--- src/logic/adc_ctrl_pkg.sv ---
package adc_ctrl_pkg;

  localparam int ADDR_W = 8;
  localparam int RES_W  = 12;

  // Register byte addresses, one 32-bit word each
  localparam logic [7:0] ADDR_RESULT_LOW  = 8'h00;
  localparam logic [7:0] ADDR_RESULT_HIGH = 8'h04;
  localparam logic [7:0] ADDR_MAIN_CTRL   = 8'h08;
  localparam logic [7:0] ADDR_INPUT_CLOCK = 8'h0c;
  localparam logic [7:0] ADDR_REF_GAIN    = 8'h10;
  localparam logic [7:0] ADDR_BANDGAP     = 8'h14;
  localparam logic [7:0] ADDR_IRQ_STATUS  = 8'h18;
  localparam logic [7:0] ADDR_IRQ_MASK    = 8'h1c;

  // Main control fields
  localparam int MC_START   = 7;
  localparam int MC_BUSY    = 6;
  localparam int MC_ENABLE  = 5;
  localparam int MC_JUSTIFY = 4;

  // Writable bit masks; other bits read as zero, except main control bit 6, which reads busy
  localparam logic [7:0] MAIN_WR_MASK  = 8'hbf;
  localparam logic [7:0] INCLK_WR_MASK = 8'hf7;
  localparam logic [7:0] REFG_WR_MASK  = 8'h9f;
  localparam logic [7:0] BG_WR_MASK    = 8'h01;
  localparam logic [7:0] REG_RESET     = 8'h00;

  // Interrupt status bits
  localparam int IRQ_DONE    = 0;
  localparam int IRQ_IGNORED = 1;
  localparam int IRQ_W       = 2;

  // Channel codes
  localparam logic [3:0] CH_LAST_LOW = 4'h8;
  localparam logic [3:0] CH_RESERVED = 4'h9;

  // Cycles the comparator needs after a trial code change
  localparam logic [1:0] SETTLE_CYCLES = 2'h3;

  typedef enum logic [2:0] {
    SRC_EXTERNAL = 3'h0,
    SRC_SUPPLY_1 = 3'h1,
    SRC_SUPPLY_2 = 3'h2,
    SRC_SUPPLY_4 = 3'h3,
    SRC_AMP_1    = 3'h4,
    SRC_AMP_2    = 3'h5,
    SRC_AMP_4    = 3'h6,
    SRC_GROUND   = 3'h7
  } source_t;

  typedef enum logic [1:0] {
    ST_IDLE    = 2'b00,
    ST_SAMPLE  = 2'b01,
    ST_CONVERT = 2'b11,
    ST_DONE    = 2'b10
  } conv_state_t;

  typedef struct packed {
    logic       conv_power;
    logic       ext_path_en;
    logic [3:0] ext_channel;
    source_t    source;
    logic       bandgap_enable;
    logic       gain_amp_enable;
    logic       gain_amp_input_select;
    logic [1:0] reference_select;
    logic [1:0] gain_select;
  } analog_ctrl_t;

endpackage : adc_ctrl_pkg

--- src/logic/adc_control_and_result.sv ---
// Functional notes
// Each conversion yields a 12-bit unsigned value held in two read-only bytes.
// Justify 0: bits 11..4 in high byte, bits 3..0 in low upper nibble.
// Justify 1: bits 11..8 in high lower nibble, bits 7..0 in low byte.
// Result bits unused by the chosen justification read as zero.
// With converter disabled, result registers keep their previous contents.
// Writing start high then low launches exactly one conversion.
// Busy rises when the start pulse completes, clears when result is ready.
// Busy is read-only; writes to its position have no effect.
// Enable bit must be set to convert; clearing it powers the converter down.
// Channel codes 0-8, 10, 11 select inputs; 1001 reserved; 11xx floating.
// Converted signal depends on internal select and external channel fields.
// Any internal source selection disconnects the external channel path.
// Software configures pin sharing for analog before selecting a channel.
// A pin assigned as converter input loses its I/O and shared functions.
// A pin assigned as converter input has its pull-high removed.
// A separate one-bit register enables the bandgap reference.
// Internal select maps to external, supply/1/2/4, amp/1/2/4, or ground.
// Clock field codes 0..7 divide the system clock by 1..128.
// Both result bytes update together at the end of a conversion.
//
// Implementation choices: the register addresses and the Wishbone register port.
`timescale 1ns/1ns
`default_nettype none

module adc_control_and_result #(
  parameter int PINS = 12
) (
  input  wire logic                      clk_i,
  input  wire logic                      rst_i,
  input  wire logic                      wb_cyc_i,
  input  wire logic                      wb_stb_i,
  input  wire logic                      wb_we_i,
  input  wire logic [adc_ctrl_pkg::ADDR_W-1:0] wb_adr_i,
  input  wire logic [3:0]                wb_sel_i,
  input  wire logic [31:0]               wb_dat_i,
  output logic [31:0]                    wb_dat_o,
  output logic                           wb_ack_o,
  output logic                           irq_o,
  input  wire logic                      comp_i,
  output logic [adc_ctrl_pkg::RES_W-1:0] dac_code_o,
  output logic                           sample_o,
  output adc_ctrl_pkg::analog_ctrl_t     analog_ctrl_o,
  input  wire logic [PINS-1:0]           pin_analog_sel_i,
  output logic [PINS-1:0]                pin_func_remove_o,
  output logic [PINS-1:0]                pullup_remove_o
);
  import adc_ctrl_pkg::*;

  logic [7:0]       main_control_reg;
  logic [7:0]       input_clock_reg;
  logic [7:0]       reference_gain_reg;
  logic [7:0]       bandgap_ctrl_reg;
  logic [IRQ_W-1:0] irq_status;
  logic [IRQ_W-1:0] irq_mask;
  logic [RES_W-1:0] result;
  logic [RES_W-1:0] trial;
  logic [3:0]       bit_idx;
  logic [1:0]       settle;
  logic [6:0]       div_cnt;
  logic             conversion_busy;
  logic             start_seen;
  logic             comp_meta;
  logic             comp_sync;
  conv_state_t      state;

  logic             converter_enable;
  logic             result_justify;
  logic [3:0]       external_channel_select;
  logic [3:0]       internal_signal_select;
  logic [2:0]       conversion_clock_select;
  logic             wr_req;
  logic             rd_req;
  logic             wr_main;
  logic             wr_byte;
  logic             launch;
  logic             ignored;
  logic             done_evt;
  logic             div_tick;
  logic [6:0]       div_mask;
  logic [7:0]       result_low_byte;
  logic [7:0]       result_high_byte;
  logic [7:0]       next_rdata;
  source_t          next_source;
  logic             next_ext_en;

  assign converter_enable        = main_control_reg[MC_ENABLE];
  assign result_justify          = main_control_reg[MC_JUSTIFY];
  assign external_channel_select = main_control_reg[3:0];
  assign internal_signal_select  = input_clock_reg[7:4];
  assign conversion_clock_select = input_clock_reg[2:0];

  // Bus handshake: one wait state, writes land at the edge that sees ack high
  assign wr_req  = wb_cyc_i && wb_stb_i && wb_ack_o && wb_we_i;
  assign rd_req  = wb_cyc_i && wb_stb_i && !wb_ack_o && !wb_we_i;
  assign wr_byte = wr_req && wb_sel_i[0];
  assign wr_main = wr_byte && (wb_adr_i == ADDR_MAIN_CTRL);

  always_ff @(posedge clk_i) begin
    if (rst_i) begin
      wb_ack_o <= 1'b0;
    end else begin
      wb_ack_o <= wb_cyc_i && wb_stb_i && !wb_ack_o;
    end
  end

  // Start detection: high then low on the stored start bit
  assign launch  = wr_main && start_seen && !wb_dat_i[MC_START]
                   && converter_enable && wb_dat_i[MC_ENABLE]
                   && !conversion_busy;                       // see R6
  assign ignored = wr_main && start_seen && !wb_dat_i[MC_START] && !launch;

  always_ff @(posedge clk_i) begin
    if (rst_i) begin
      start_seen <= 1'b0;
    end else if (wr_main) begin
      start_seen <= wb_dat_i[MC_START];
    end
  end

  always_ff @(posedge clk_i) begin
    if (rst_i) begin
      main_control_reg   <= REG_RESET;
      input_clock_reg    <= REG_RESET;
      reference_gain_reg <= REG_RESET;
      bandgap_ctrl_reg   <= REG_RESET;
      irq_mask           <= '0;
    end else if (wr_byte) begin
      case (wb_adr_i)
        ADDR_MAIN_CTRL: begin
          main_control_reg <= wb_dat_i[7:0] & MAIN_WR_MASK;
        end
        ADDR_INPUT_CLOCK: begin
          input_clock_reg <= wb_dat_i[7:0] & INCLK_WR_MASK;
        end
        ADDR_REF_GAIN: begin
          reference_gain_reg <= wb_dat_i[7:0] & REFG_WR_MASK;
        end
        ADDR_BANDGAP: begin
          bandgap_ctrl_reg <= wb_dat_i[7:0] & BG_WR_MASK;
        end
        ADDR_IRQ_MASK: begin
          irq_mask <= wb_dat_i[IRQ_W-1:0];
        end
        default: begin
        end
      endcase
    end
  end

  // Conversion clock enable: divide by 2**select
  assign div_mask = 7'((8'h01 << conversion_clock_select) - 8'h01);
  assign div_tick = (div_cnt & div_mask) == div_mask;

  always_ff @(posedge clk_i) begin
    if (rst_i || !converter_enable) begin
      div_cnt <= '0;
    end else begin
      div_cnt <= div_cnt + 7'h01;
    end
  end

  always_ff @(posedge clk_i) begin
    if (rst_i) begin
      comp_meta <= 1'b0;
      comp_sync <= 1'b0;
    end else begin
      comp_meta <= comp_i;
      comp_sync <= comp_meta;
    end
  end

  // Successive approximation sequencer
  always_ff @(posedge clk_i) begin
    if (rst_i || !converter_enable) begin
      state           <= ST_IDLE;
      conversion_busy <= 1'b0;
      trial           <= '0;
      bit_idx         <= '0;
      settle          <= '0;
      sample_o        <= 1'b0;
    end else begin
      case (state)
        ST_IDLE: begin
          if (launch) begin
            state           <= ST_SAMPLE;
            conversion_busy <= 1'b1;
            sample_o        <= 1'b1;
          end
        end
        ST_SAMPLE: begin
          if (div_tick) begin
            state    <= ST_CONVERT;
            sample_o <= 1'b0;
            trial    <= RES_W'(1) << (RES_W - 1);
            bit_idx  <= 4'(RES_W - 1);
            settle   <= '0;
          end
        end
        ST_CONVERT: begin
          if (settle != SETTLE_CYCLES) begin
            settle <= settle + 2'h1;
          end else if (div_tick) begin
            settle <= '0;
            if (!comp_sync) begin
              trial[bit_idx] <= 1'b0;
            end
            if (bit_idx == 4'h0) begin
              state <= ST_DONE;
            end else begin
              trial[bit_idx - 4'h1] <= 1'b1;
              bit_idx <= bit_idx - 4'h1;
            end
          end
        end
        ST_DONE: begin
          state           <= ST_IDLE;
          conversion_busy <= 1'b0;
        end
        default: begin
          state <= ST_IDLE;
        end
      endcase
    end
  end

  assign done_evt = (state == ST_DONE) && converter_enable;

  // Single 12-bit store, so both bytes change in the same cycle
  always_ff @(posedge clk_i) begin
    if (rst_i) begin
      result <= '0;
    end else if (done_evt) begin
      result <= trial;                                        // see R1 see R19
    end
  end

  always_comb begin
    if (result_justify) begin
      result_high_byte = {4'h0, result[11:8]};                // see R3
      result_low_byte  = result[7:0];
    end else begin
      result_high_byte = result[11:4];
      result_low_byte  = {result[3:0], 4'h0};                 // see R2
    end
  end

  always_comb begin
    case (wb_adr_i)
      ADDR_RESULT_LOW:  next_rdata = result_low_byte;
      ADDR_RESULT_HIGH: next_rdata = result_high_byte;
      ADDR_MAIN_CTRL: begin
        next_rdata = main_control_reg;
        next_rdata[MC_BUSY] = conversion_busy;
      end
      ADDR_INPUT_CLOCK: next_rdata = input_clock_reg;
      ADDR_REF_GAIN:    next_rdata = reference_gain_reg;
      ADDR_BANDGAP:     next_rdata = bandgap_ctrl_reg;
      ADDR_IRQ_STATUS:  next_rdata = {6'h00, irq_status};
      ADDR_IRQ_MASK:    next_rdata = {6'h00, irq_mask};
      default:          next_rdata = 8'h00;
    endcase
  end

  always_ff @(posedge clk_i) begin
    if (rst_i) begin
      wb_dat_o <= '0;
    end else if (rd_req) begin
      wb_dat_o <= {24'h000000, next_rdata};
    end
  end

  // Sticky events: set wins over write-one-to-clear
  always_ff @(posedge clk_i) begin
    if (rst_i) begin
      irq_status <= '0;
    end else begin
      for (int i = 0; i < IRQ_W; i++) begin
        if ((i == IRQ_DONE && done_evt) || (i == IRQ_IGNORED && ignored)) begin
          irq_status[i] <= 1'b1;
        end else if (wr_byte && wb_adr_i == ADDR_IRQ_STATUS && wb_dat_i[i]) begin
          irq_status[i] <= 1'b0;
        end
      end
    end
  end

  always_ff @(posedge clk_i) begin
    if (rst_i) begin
      irq_o <= 1'b0;
    end else begin
      irq_o <= |(irq_status & irq_mask);
    end
  end

  // Input source decode
  always_comb begin
    case (internal_signal_select)
      4'h1:    next_source = SRC_SUPPLY_1;
      4'h2:    next_source = SRC_SUPPLY_2;
      4'h3:    next_source = SRC_SUPPLY_4;
      4'h5:    next_source = SRC_AMP_1;
      4'h6:    next_source = SRC_AMP_2;
      4'h7:    next_source = SRC_AMP_4;
      4'h8, 4'h9, 4'ha, 4'hb: next_source = SRC_GROUND;
      default: next_source = SRC_EXTERNAL;
    endcase
    next_ext_en = (next_source == SRC_EXTERNAL)               // see R11
                  && (external_channel_select <= CH_LAST_LOW
                      || (external_channel_select > CH_RESERVED
                          && external_channel_select[3:2] != 2'b11));
  end

  always_ff @(posedge clk_i) begin
    if (rst_i) begin
      analog_ctrl_o <= '0;
      dac_code_o    <= '0;
    end else begin
      analog_ctrl_o.conv_power            <= converter_enable;
      analog_ctrl_o.ext_path_en           <= next_ext_en && converter_enable;
      analog_ctrl_o.ext_channel           <= external_channel_select;
      analog_ctrl_o.source                <= next_source;
      analog_ctrl_o.bandgap_enable        <= bandgap_ctrl_reg[0];
      analog_ctrl_o.gain_amp_enable       <= reference_gain_reg[7];
      analog_ctrl_o.gain_amp_input_select <= reference_gain_reg[4];
      analog_ctrl_o.reference_select      <= reference_gain_reg[3:2];
      analog_ctrl_o.gain_select           <= reference_gain_reg[1:0];
      dac_code_o                          <= trial;
    end
  end

  // Pins taken for analog use lose digital function and pull-high
  for (genvar p = 0; p < PINS; p++) begin : g_pin
    always_ff @(posedge clk_i) begin
      if (rst_i) begin
        pin_func_remove_o[p] <= 1'b0;
        pullup_remove_o[p]   <= 1'b0;
      end else begin
        pin_func_remove_o[p] <= pin_analog_sel_i[p];
        pullup_remove_o[p]   <= pin_analog_sel_i[p];
      end
    end
  end

endmodule : adc_control_and_result

`default_nettype wire

--- config.mk ---
export PLATFORM = sky130hd
export DESIGN_NAME = adc_control_and_result
export DESIGN_NICKNAME = d
export VERILOG_FILES = /design/src/logic/adc_ctrl_pkg.sv /design/src/logic/adc_control_and_result.sv
export SDC_FILE = /design/constraint.sdc
export NUM_CORES = 1
export LEC_CHECK = 0
export ABC_AREA = 0
export BUFFER_PORTS_ARGS = -buffer_cell sky130_fd_sc_hd__buf_2
export CORE_ASPECT_RATIO = 1.75
export CORE_MARGIN = 2
export CORE_UTILIZATION = 40
export DETAILED_ROUTE_END_ITERATION = 12
export GPL_ROUTABILITY_DRIVEN = 0
export HOLD_SLACK_MARGIN = 0.15
export PLACE_DENSITY = 0.65
export SLEW_MARGIN = 20
export SYNTH_ARGS = -nofsm -noshare
export SYNTH_HDL_FRONTEND = slang
export SYNTH_SLANG_ARGS = --single-unit
--- constraint.sdc ---
create_clock -name clk_i -period 2.7 [get_ports clk_i]
set_input_delay 0.135 -clock clk_i [delete_from_list [all_inputs] [get_ports clk_i]]
set_output_delay 0.135 -clock clk_i [all_outputs]
set_load 0.005 [all_outputs]
[After elaboration in Yosys (flattened, before gate mapping)]
Memories as Yosys holds them, arrays and structs flattened. A register that Yosys moved wholly into a read port is not among the register bits.
Cells that the tools add are included.
Word-level totals
  flip-flop bits (word level): 119
  latch bits: 0
  bits in writable memories: 0
  memory bits (read-only): 48
  bits of input ports: 62
  output and inout port bits: 87
  logic and storage cells: 170
  memories: 1
Memory list
  (name not given): words 16, bits a word 3, read ports 1, clocked after Yosys merged registers in 1, wr ports 0, line adc_control_and_result.sv:298  | case (internal_signal_select)
Operators by class
  add/sub/neg operators: 4
  multiply operators: 0
  divide/modulo/power cells: 0
  $lt $le $gt $ge: 6
  equality and inequality tests: 19
  shifts and indexed selects: 1
  multiplexer cells: 41
  bitwise operators: 5
  reduce and logical (&&, ||, !) cells: 50
Operator list (count)
  $mux 12: 9
  $pmux 8 s8: 1
  $eq 8x5->1 const B: 4
  $mux 4: 6
  $pmux 12 s2: 1
  $logic_and 1x1->1: 22
  $eq 8x4->1 const B: 2
  $mux 8: 2
  $ne 2x2->1 const B: 8
  $mux 2: 7
  $and 12x12->12: 1
  $not 12->12: 1
  $or 12x12->12: 1
  $reduce_and 2->1: 6
  $lt 4x5->1 const B: 2
  $reduce_and 5->1: 2
  $reduce_bool 2->1: 5
  $demux 1 s4: 2
  $eq 8x3->1 const B: 1
  $ge 4x1->1 const B: 2
  $logic_not 8->1: 1
  $mux 1: 8
  $pmux 2 s4: 1
  $pmux 4 s2: 1
  22 further kinds: 30

[Depth between registers and ports, before layout]
Gate-level depths: netlist (run 1).
  depth in word-level cells: 16
  mapped depth: 8
  depth with buffers taken out: 7

[Worst setup path before layout (run 1)]
No wires, ideal clock.
  kind: in2reg
  from: input port wb_adr_i[5] in the netlist's numbering
  to: register next_source[0] (netlist name)
  library setup time: 72 ps
  arrival: 1836 ps
  path slack: 792 ps
  cell stages on the path: 6
  buffers on the path: 0
  cell sequence: or4b_1 > nor4_4 > mux2i_1 > inv_2 > nor2_1 > mux2i_1
Between the ends
  word-level cells in the longest chain between the ends: 4
Ends and longest elaborated chain
  from (decl): line adc_control_and_result.sv:34  | input wire logic [adc_ctrl_pkg::ADDR_W-1:0] wb_adr_i,
  $eq 8x4->1: line adc_control_and_result.sv:129  | case (wb_adr_i)
  $reduce_and 2->1 (no source line)
  $mux 4 (no source line) (2 in series)
No other way between the ends.
A chain may end at the register's enable or synchronous reset.

[Final worst setup path (run 1)]
  from: register wb_ack_o
  to: register wb_dat_o[7]
Between the ends
  word-level cells in the longest chain between the ends: 3
Ends and longest elaborated chain
  from (decl): line adc_control_and_result.sv:38  | output logic wb_ack_o,
  from (signal assigned): line adc_control_and_result.sv:103  | wb_ack_o <= wb_cyc_i && wb_stb_i && !wb_ack_o;
  $logic_not 1->1: line adc_control_and_result.sv:95  | assign rd_req = wb_cyc_i && wb_stb_i && !wb_ack_o && !wb_we_i;
  $logic_and 1x1->1 (2 in series): line adc_control_and_result.sv:95
  to (signal assigned): line adc_control_and_result.sv:269  | wb_dat_o <= {24'h000000, next_rdata};
  to (decl): line adc_control_and_result.sv:37  | output logic [31:0] wb_dat_o,
No other way between the ends.

==> impl_metrics.ini, run 1 <==
[detailed_routing]
drt-wirelength-per-cell_um = 15.06
wl_met3_um = 674
drt_iter0_drc = 141
met1Wirelength_um = 4933
drtPass1Iterations = 4
finalWirelength_um = 13390
top_layer = met4
postRouteAntennaNets = 0
remaining_drc_errors = 0
vias = 4606
wl_met2_um = 7244
viasPerCell = 5.181

[grt]
antenna_found_initial = 0
grt_util_all_layers_pct = 18.69
overflow = 0
grt_pass1_vias = 4353
grt_max_degree = 61
grt_pass1_wl_um = 21220

[final_layout]
drive_above_1_share_pct = 21.82
multi_input_area_um2 = 2614
seq_area_um2 = 2422
final_common_cell = dfxtp_1
layout_common_cells = dfxtp_1, buf_2, nand2_1, nor2b_1
fillerInstances = 1284
largest_register = analog_ctrl_o
syn2layout_area_growth_pct = 23.38
layout.nets = 770
fin_util_pct = 50.11
n_antenna_cell = 0
largest_reg_flops = 16

[run_status]
status = complete, no violations

[synthesis]
ys_seq_area_share_pct = 45.03
yosysWarningCount = 0
ys_ff_latch = 121
syn-cell-area_um2 = 5379
ys.flop_type = dfxtp_1
synth.avg_cell_area_um2 = 8.935
synth_cells = 602
yosysUniqueCellTypes = 67
synth_edf_count = 0
ys_async_sr_fraction_pct = 0

[power]
clkPwrFrac_pct = 52.1
ir_worst_vdd_mv = 0.3827
power_leakage_uw = 0.002668
p_switching_uw = 948.3
swShare_pct = 23.13
p_int_uw = 3152
seqPwrFrac_pct = 44.0
combPwrFrac_pct = 3.9
powerDensity_nw_per_um2 = 617.9

[worst_setup_path]
worstPathRequired_ns = 3.04
critical_path_class = reg2reg
slowest_stage = nor4b_2
crit_fanout = 12
cp_cell_sequence = nand4bb_1, buf_4, nor4b_2, dlygate4sd3_1, nand2_1, a21oi_1
worstPathArrival_ns = 2.67
crit_path_end_kind = register
rr_worst_depth = 6
slowest_delay_ns = 0.73
crit_path_start_kind = register

[timing]
slew_violations = 0
rsz0062_at_grt = false
worstMarginPinSlew_ns = 0.8224
finalCritPeriodShare_pct = 86.55
setup_violations = 0
relSlewSlack_pct = 45.03
tns_ns = 0
fmax_ghz = 0.4279
skew_ns = 0.008307
min_period_ns = 2.337
hold_violations = 0

[cts]
cts_buffers = 17
clk_latency_ns = 0.41
cts.reportedPaths.clkPinSlew_ns = 0.06
cts_max_level = 4
clock_path_buffers = 2
clockRootBuffer = clkbuf_16
cts_tree = yes
cts_sinks = 121

[hold_path]
hold_path.class = in2reg
hold_depth = 4

[floorplan]
die_h_um = 157.4
placementRows = 56
initial_core_util_pct = 40.62
core_um2 = 13240
io_pins = 149
die_area_um2 = 14430
die_x_um = 91.66

[place]
hpwl_um = 9647
portBuffers = 97

[flow_run]
maxCapViolations = 0
final timing paths:
check,startpoint,to,slack [ns]
worst min-delay path,wb_adr_i[0],wb_dat_o[6],0.21
worst min register to register,comp_meta,comp_sync,0.45
worst max-delay path,wb_ack_o,wb_dat_o[7],0.36
worst max register to register,wb_ack_o,wb_dat_o[7],0.36
cells in the mapped netlist, drive strengths merged, types with 6 or more instances:
cell type	number	share of area, %
mux2i	29	5.4
a21oi	41	3.8
nand2	64	4.5
inv	6	0.42
o21ai	22	2.0
o311ai	6	0.98
dfxtp	121	45
nand2b	12	1.4
nor3	18	2.0
buf	37	5.1
ha	6	1.4
nor2	41	2.9
nor2b	50	5.8
nand3	13	1.2
clkbuf	34	2.4
power by group through the flow:
stage	logic (µW)	clock network [µW]	registers [µW]
after floorplan	98.7	0	1840
after global placement	130	0	1840
after detailed placement	132	0	1840
after CTS	159	2190	1800
after global routing	174	2280	1800
final	160	2140	1800
area by class of cell:
class | instances | area share (%)
clock buffers | 17 | 6.410
clock inverters | 15 | 2.149
multi-input cells | 426 | 39.39
inverters | 7 | 0.3959
well taps | 174 | 3.281
repair buffers | 129 | 11.88
flip-flops and latches | 121 | 36.50
layer usage:
layer  vias up  global-route usage (%)
met5         -                       0
met4         0                   11.04
met3        35                   3.973
met2       160                   35.43
met1      2159                   18.29
li1       2252                       -
stage by stage:
step	hold WS, ns	area (µm²)	worst slack [ns]	power [µW]	std cells
finish	0.2053	6636	0.3631	4101	889
global route	0.2101	6636	0.09231	4256	889
CTS	0.1817	6636	0.3711	4147	889
detailed placement	0.3504	5818	0.2731	1973	832
global placement	0.3418	5818	0.3749	1971	832
floorplan	0.2533	5465	0.7917	1942	625
worst max-delay path, delay by kind of cell (launching register included):
kind                   cells  cell delay [ns]
buffers and inverters      2             0.85
and+or+nand+nor            3             0.95
AOI/OAI and AO/OA          1             0.13
DFF                        1             0.32
kinds of logic (layout without fill, tap and decap cells):
kind of cell	after synthesis	count (layout)	synth area share (%)
compound gates	119	119	14.68
simple gates	237	237	23.47
flops	121	121	45.03
xor+xnor	7	7	1.140
buf+inv	78	168	7.978
other cells	1	24	0.06972
mux	33	33	6.234
fa+ha+maj	6	6	1.396
repair_timing:
item / 4_1_cts / 5_1_grt
hold endpoints to repair: 39 / 0
hold buffers: 25 / 0
setup buffers: 0 / 0
resized for setup: 0 / 0
setup endpoints to repair: 0 / 0
Power figures use the tool's default switching activity.
==> run 2, diff against run 1 <==
RECOVER_POWER = 50   (was not set)
==> run 2 against run 1 <==
Design area is 0.70% lower. Clock power hardly changed. Flip-flop and latch count stayed put. Critical path depth stayed put. Register-to-register slack worse by 0.02 ns. Critical path type unchanged. Hold slack worse by 0.00062 ns. Sequential share of layout area is 0.26 points higher. Cell count stayed put. Worst setup slack worse by 0.016 ns. Non-clock buffer count stayed put. Highest routed layer unchanged. Utilization is 0.35 points lower.
==> impl_metrics.ini, run 2 (same netlist as run 1, synthesis figures left out) <==
[run_status]
status = complete, no violations

[place]
dpl.cell_count = 832
hpwl_um = 9647
portBuffers = 97
placed_cell_area_um2 = 5818

[worst_setup_path]
worstPathArrival_ns = 2.68
crit_fanout = 12
r2r_start = wb_ack_o
rr_worst_depth = 6
crit_end = wb_dat_o[7]
reg2reg_to = wb_dat_o[7]
crit_start = wb_ack_o
critical_path_class = reg2reg
timing.reg2reg.setup_slack_ns = 0.35
worstPathRequired_ns = 3.02
crit_path_end_kind = register
crit_path_start_kind = register

[power]
p_int_uw = 3149
combPwrFrac_pct = 3.8
clkPwrFrac_pct = 52.2
ir_worst_vdd_mv = 0.3872
power_leakage_uw = 0.002541
report.power.total_uw = 4102
seqPwrFrac_pct = 43.9
swShare_pct = 23.22
powerDensity_nw_per_um2 = 622.4
p_switching_uw = 952.4

[detailed_routing]
drt_iter0_drc = 132
viasPerCell = 5.165
vias = 4592
drtPass1Iterations = 4
remaining_drc_errors = 0
drt-wirelength-per-cell_um = 15.08
finalWirelength_um = 13400
postRouteAntennaNets = 0

[floorplan]
die_area_um2 = 14430
die_h_um = 157.4
initial_core_util_pct = 40.62
core_um2 = 13240
io_pins = 149
die_x_um = 91.66
placementRows = 56

[timing]
slew_violations = 0
finalCritPeriodShare_pct = 87.13
fmax_ghz = 0.4251
skew_ns = 0.006274
hold_violations = 0
relSlewSlack_pct = 11.95
setup_violations = 0
rsz0062_at_grt = false
min_period_ns = 2.353
worstMarginPinSlew_ns = 1.321
tns_ns = 0

[cts]
cts_setup_buffers = 0
cts_tree = yes
clk_latency_ns = 0.41
cts_resized = 0
clockRootBuffer = clkbuf_16
cts.reportedPaths.clkPinSlew_ns = 0.06
clock_path_buffers = 2
cts_max_level = 4
cts_sinks = 121
cts_buffers = 17

[final_layout]
fillerInstances = 1298
largest_reg_flops = 16
largest_register = analog_ctrl_o
stdcell_count = 889
layout_common_cells = dfxtp_1, buf_2, nand2_1, nor2b_1
n_antenna_cell = 0
fin_util_pct = 49.76
drive_above_1_share_pct = 17.48
syn2layout_area_growth_pct = 22.52
layout.nets = 770
final_cell_area_um2 = 6590
final_common_cell = dfxtp_1

[grt]
grt_util_all_layers_pct = 18.69
antenna_found_initial = 0
grt_max_degree = 61
grt_pass1_wl_um = 21220
grt_pass1_vias = 4353
overflow = 0

[flow_run]
maxCapViolations = 0

[hold_path]
hold_path.class = in2reg
hold_depth = 4
[run 2: cell types whose count changed in the layout (fill, tap and decap cells not counted), sizes merged]
cell and change:
clkbuf +32, buf -32
[run 2: critical path, cell delays in order, from the launching register on]
cell and delay (ns):
dfxtp_1 0.32, nand4bb_1 0.17, buf_4 0.19, nor4b_2 0.73, dlygate4sd3_1 0.66, nand2_1 0.05, a21oi_1 0.13
[run 2: metal layers]
layer	track usage [%]	share of wire (%)	wire (µm)	vias to the layer above
met5	0	0	0	-
met4	11.04	4.3	575	0
met3	3.973	4.6	611	36
met2	35.43	54	7220	162
met1	18.29	37	4995	2140
li1	-	-	-	2254
[run 2: power by group through the flow]
stage / combinational, µW / clock [µW] / sequential (µW)
after detailed placement: 132 / 0 / 1840
after floorplan: 98.7 / 0 / 1840
after global placement: 130 / 0 / 1840
after global routing: 171 / 2280 / 1800
final: 157 / 2140 / 1800
after CTS: 159 / 2190 / 1800
[run 2: per-stage QoR]
stage / worst slack (ns) / hold slack (ns)
after CTS: 0.3711 / 0.1817
after detailed placement: 0.2731 / 0.3504
after floorplan: 0.7917 / 0.2533
after global placement: 0.3749 / 0.3418
after global routing: 0.07206 / 0.2101
final: 0.3474 / 0.2047
[run 2: how the worst min path moves through the flow]
stage                         end  slack (ns)                 from
4_1_cts               wb_dat_o[2]        0.18          wb_adr_i[0]
2_1_floorplan            wb_ack_o        0.25             wb_stb_i
5_1_grt               wb_dat_o[2]        0.21          wb_adr_i[0]
3_3_place_gp   pullup_remove_o[6]        0.34  pin_analog_sel_i[6]
6_report              wb_dat_o[6]        0.20          wb_adr_i[0]
3_5_place_dp   pullup_remove_o[1]        0.35  pin_analog_sel_i[1]
[run 2: cell type report]
cell class | instances | area (µm²) | area share [%]
multi-input combinational | 426 | 2614 | 39.66
clock buffer | 17 | 425.4 | 6.455
tap | 174 | 217.7 | 3.304
clock inverter | 15 | 142.6 | 2.164
sequential | 121 | 2422 | 36.76
timing repair buffer | 129 | 742.0 | 11.26
inverter | 7 | 26.28 | 0.3987
[run 2: what timing repair did]
action | in CTS | in global routing
endpoints found under the setup margin | 0 | 0
endpoints found under the hold margin | 39 | 0
hold buffers | 25 | 0
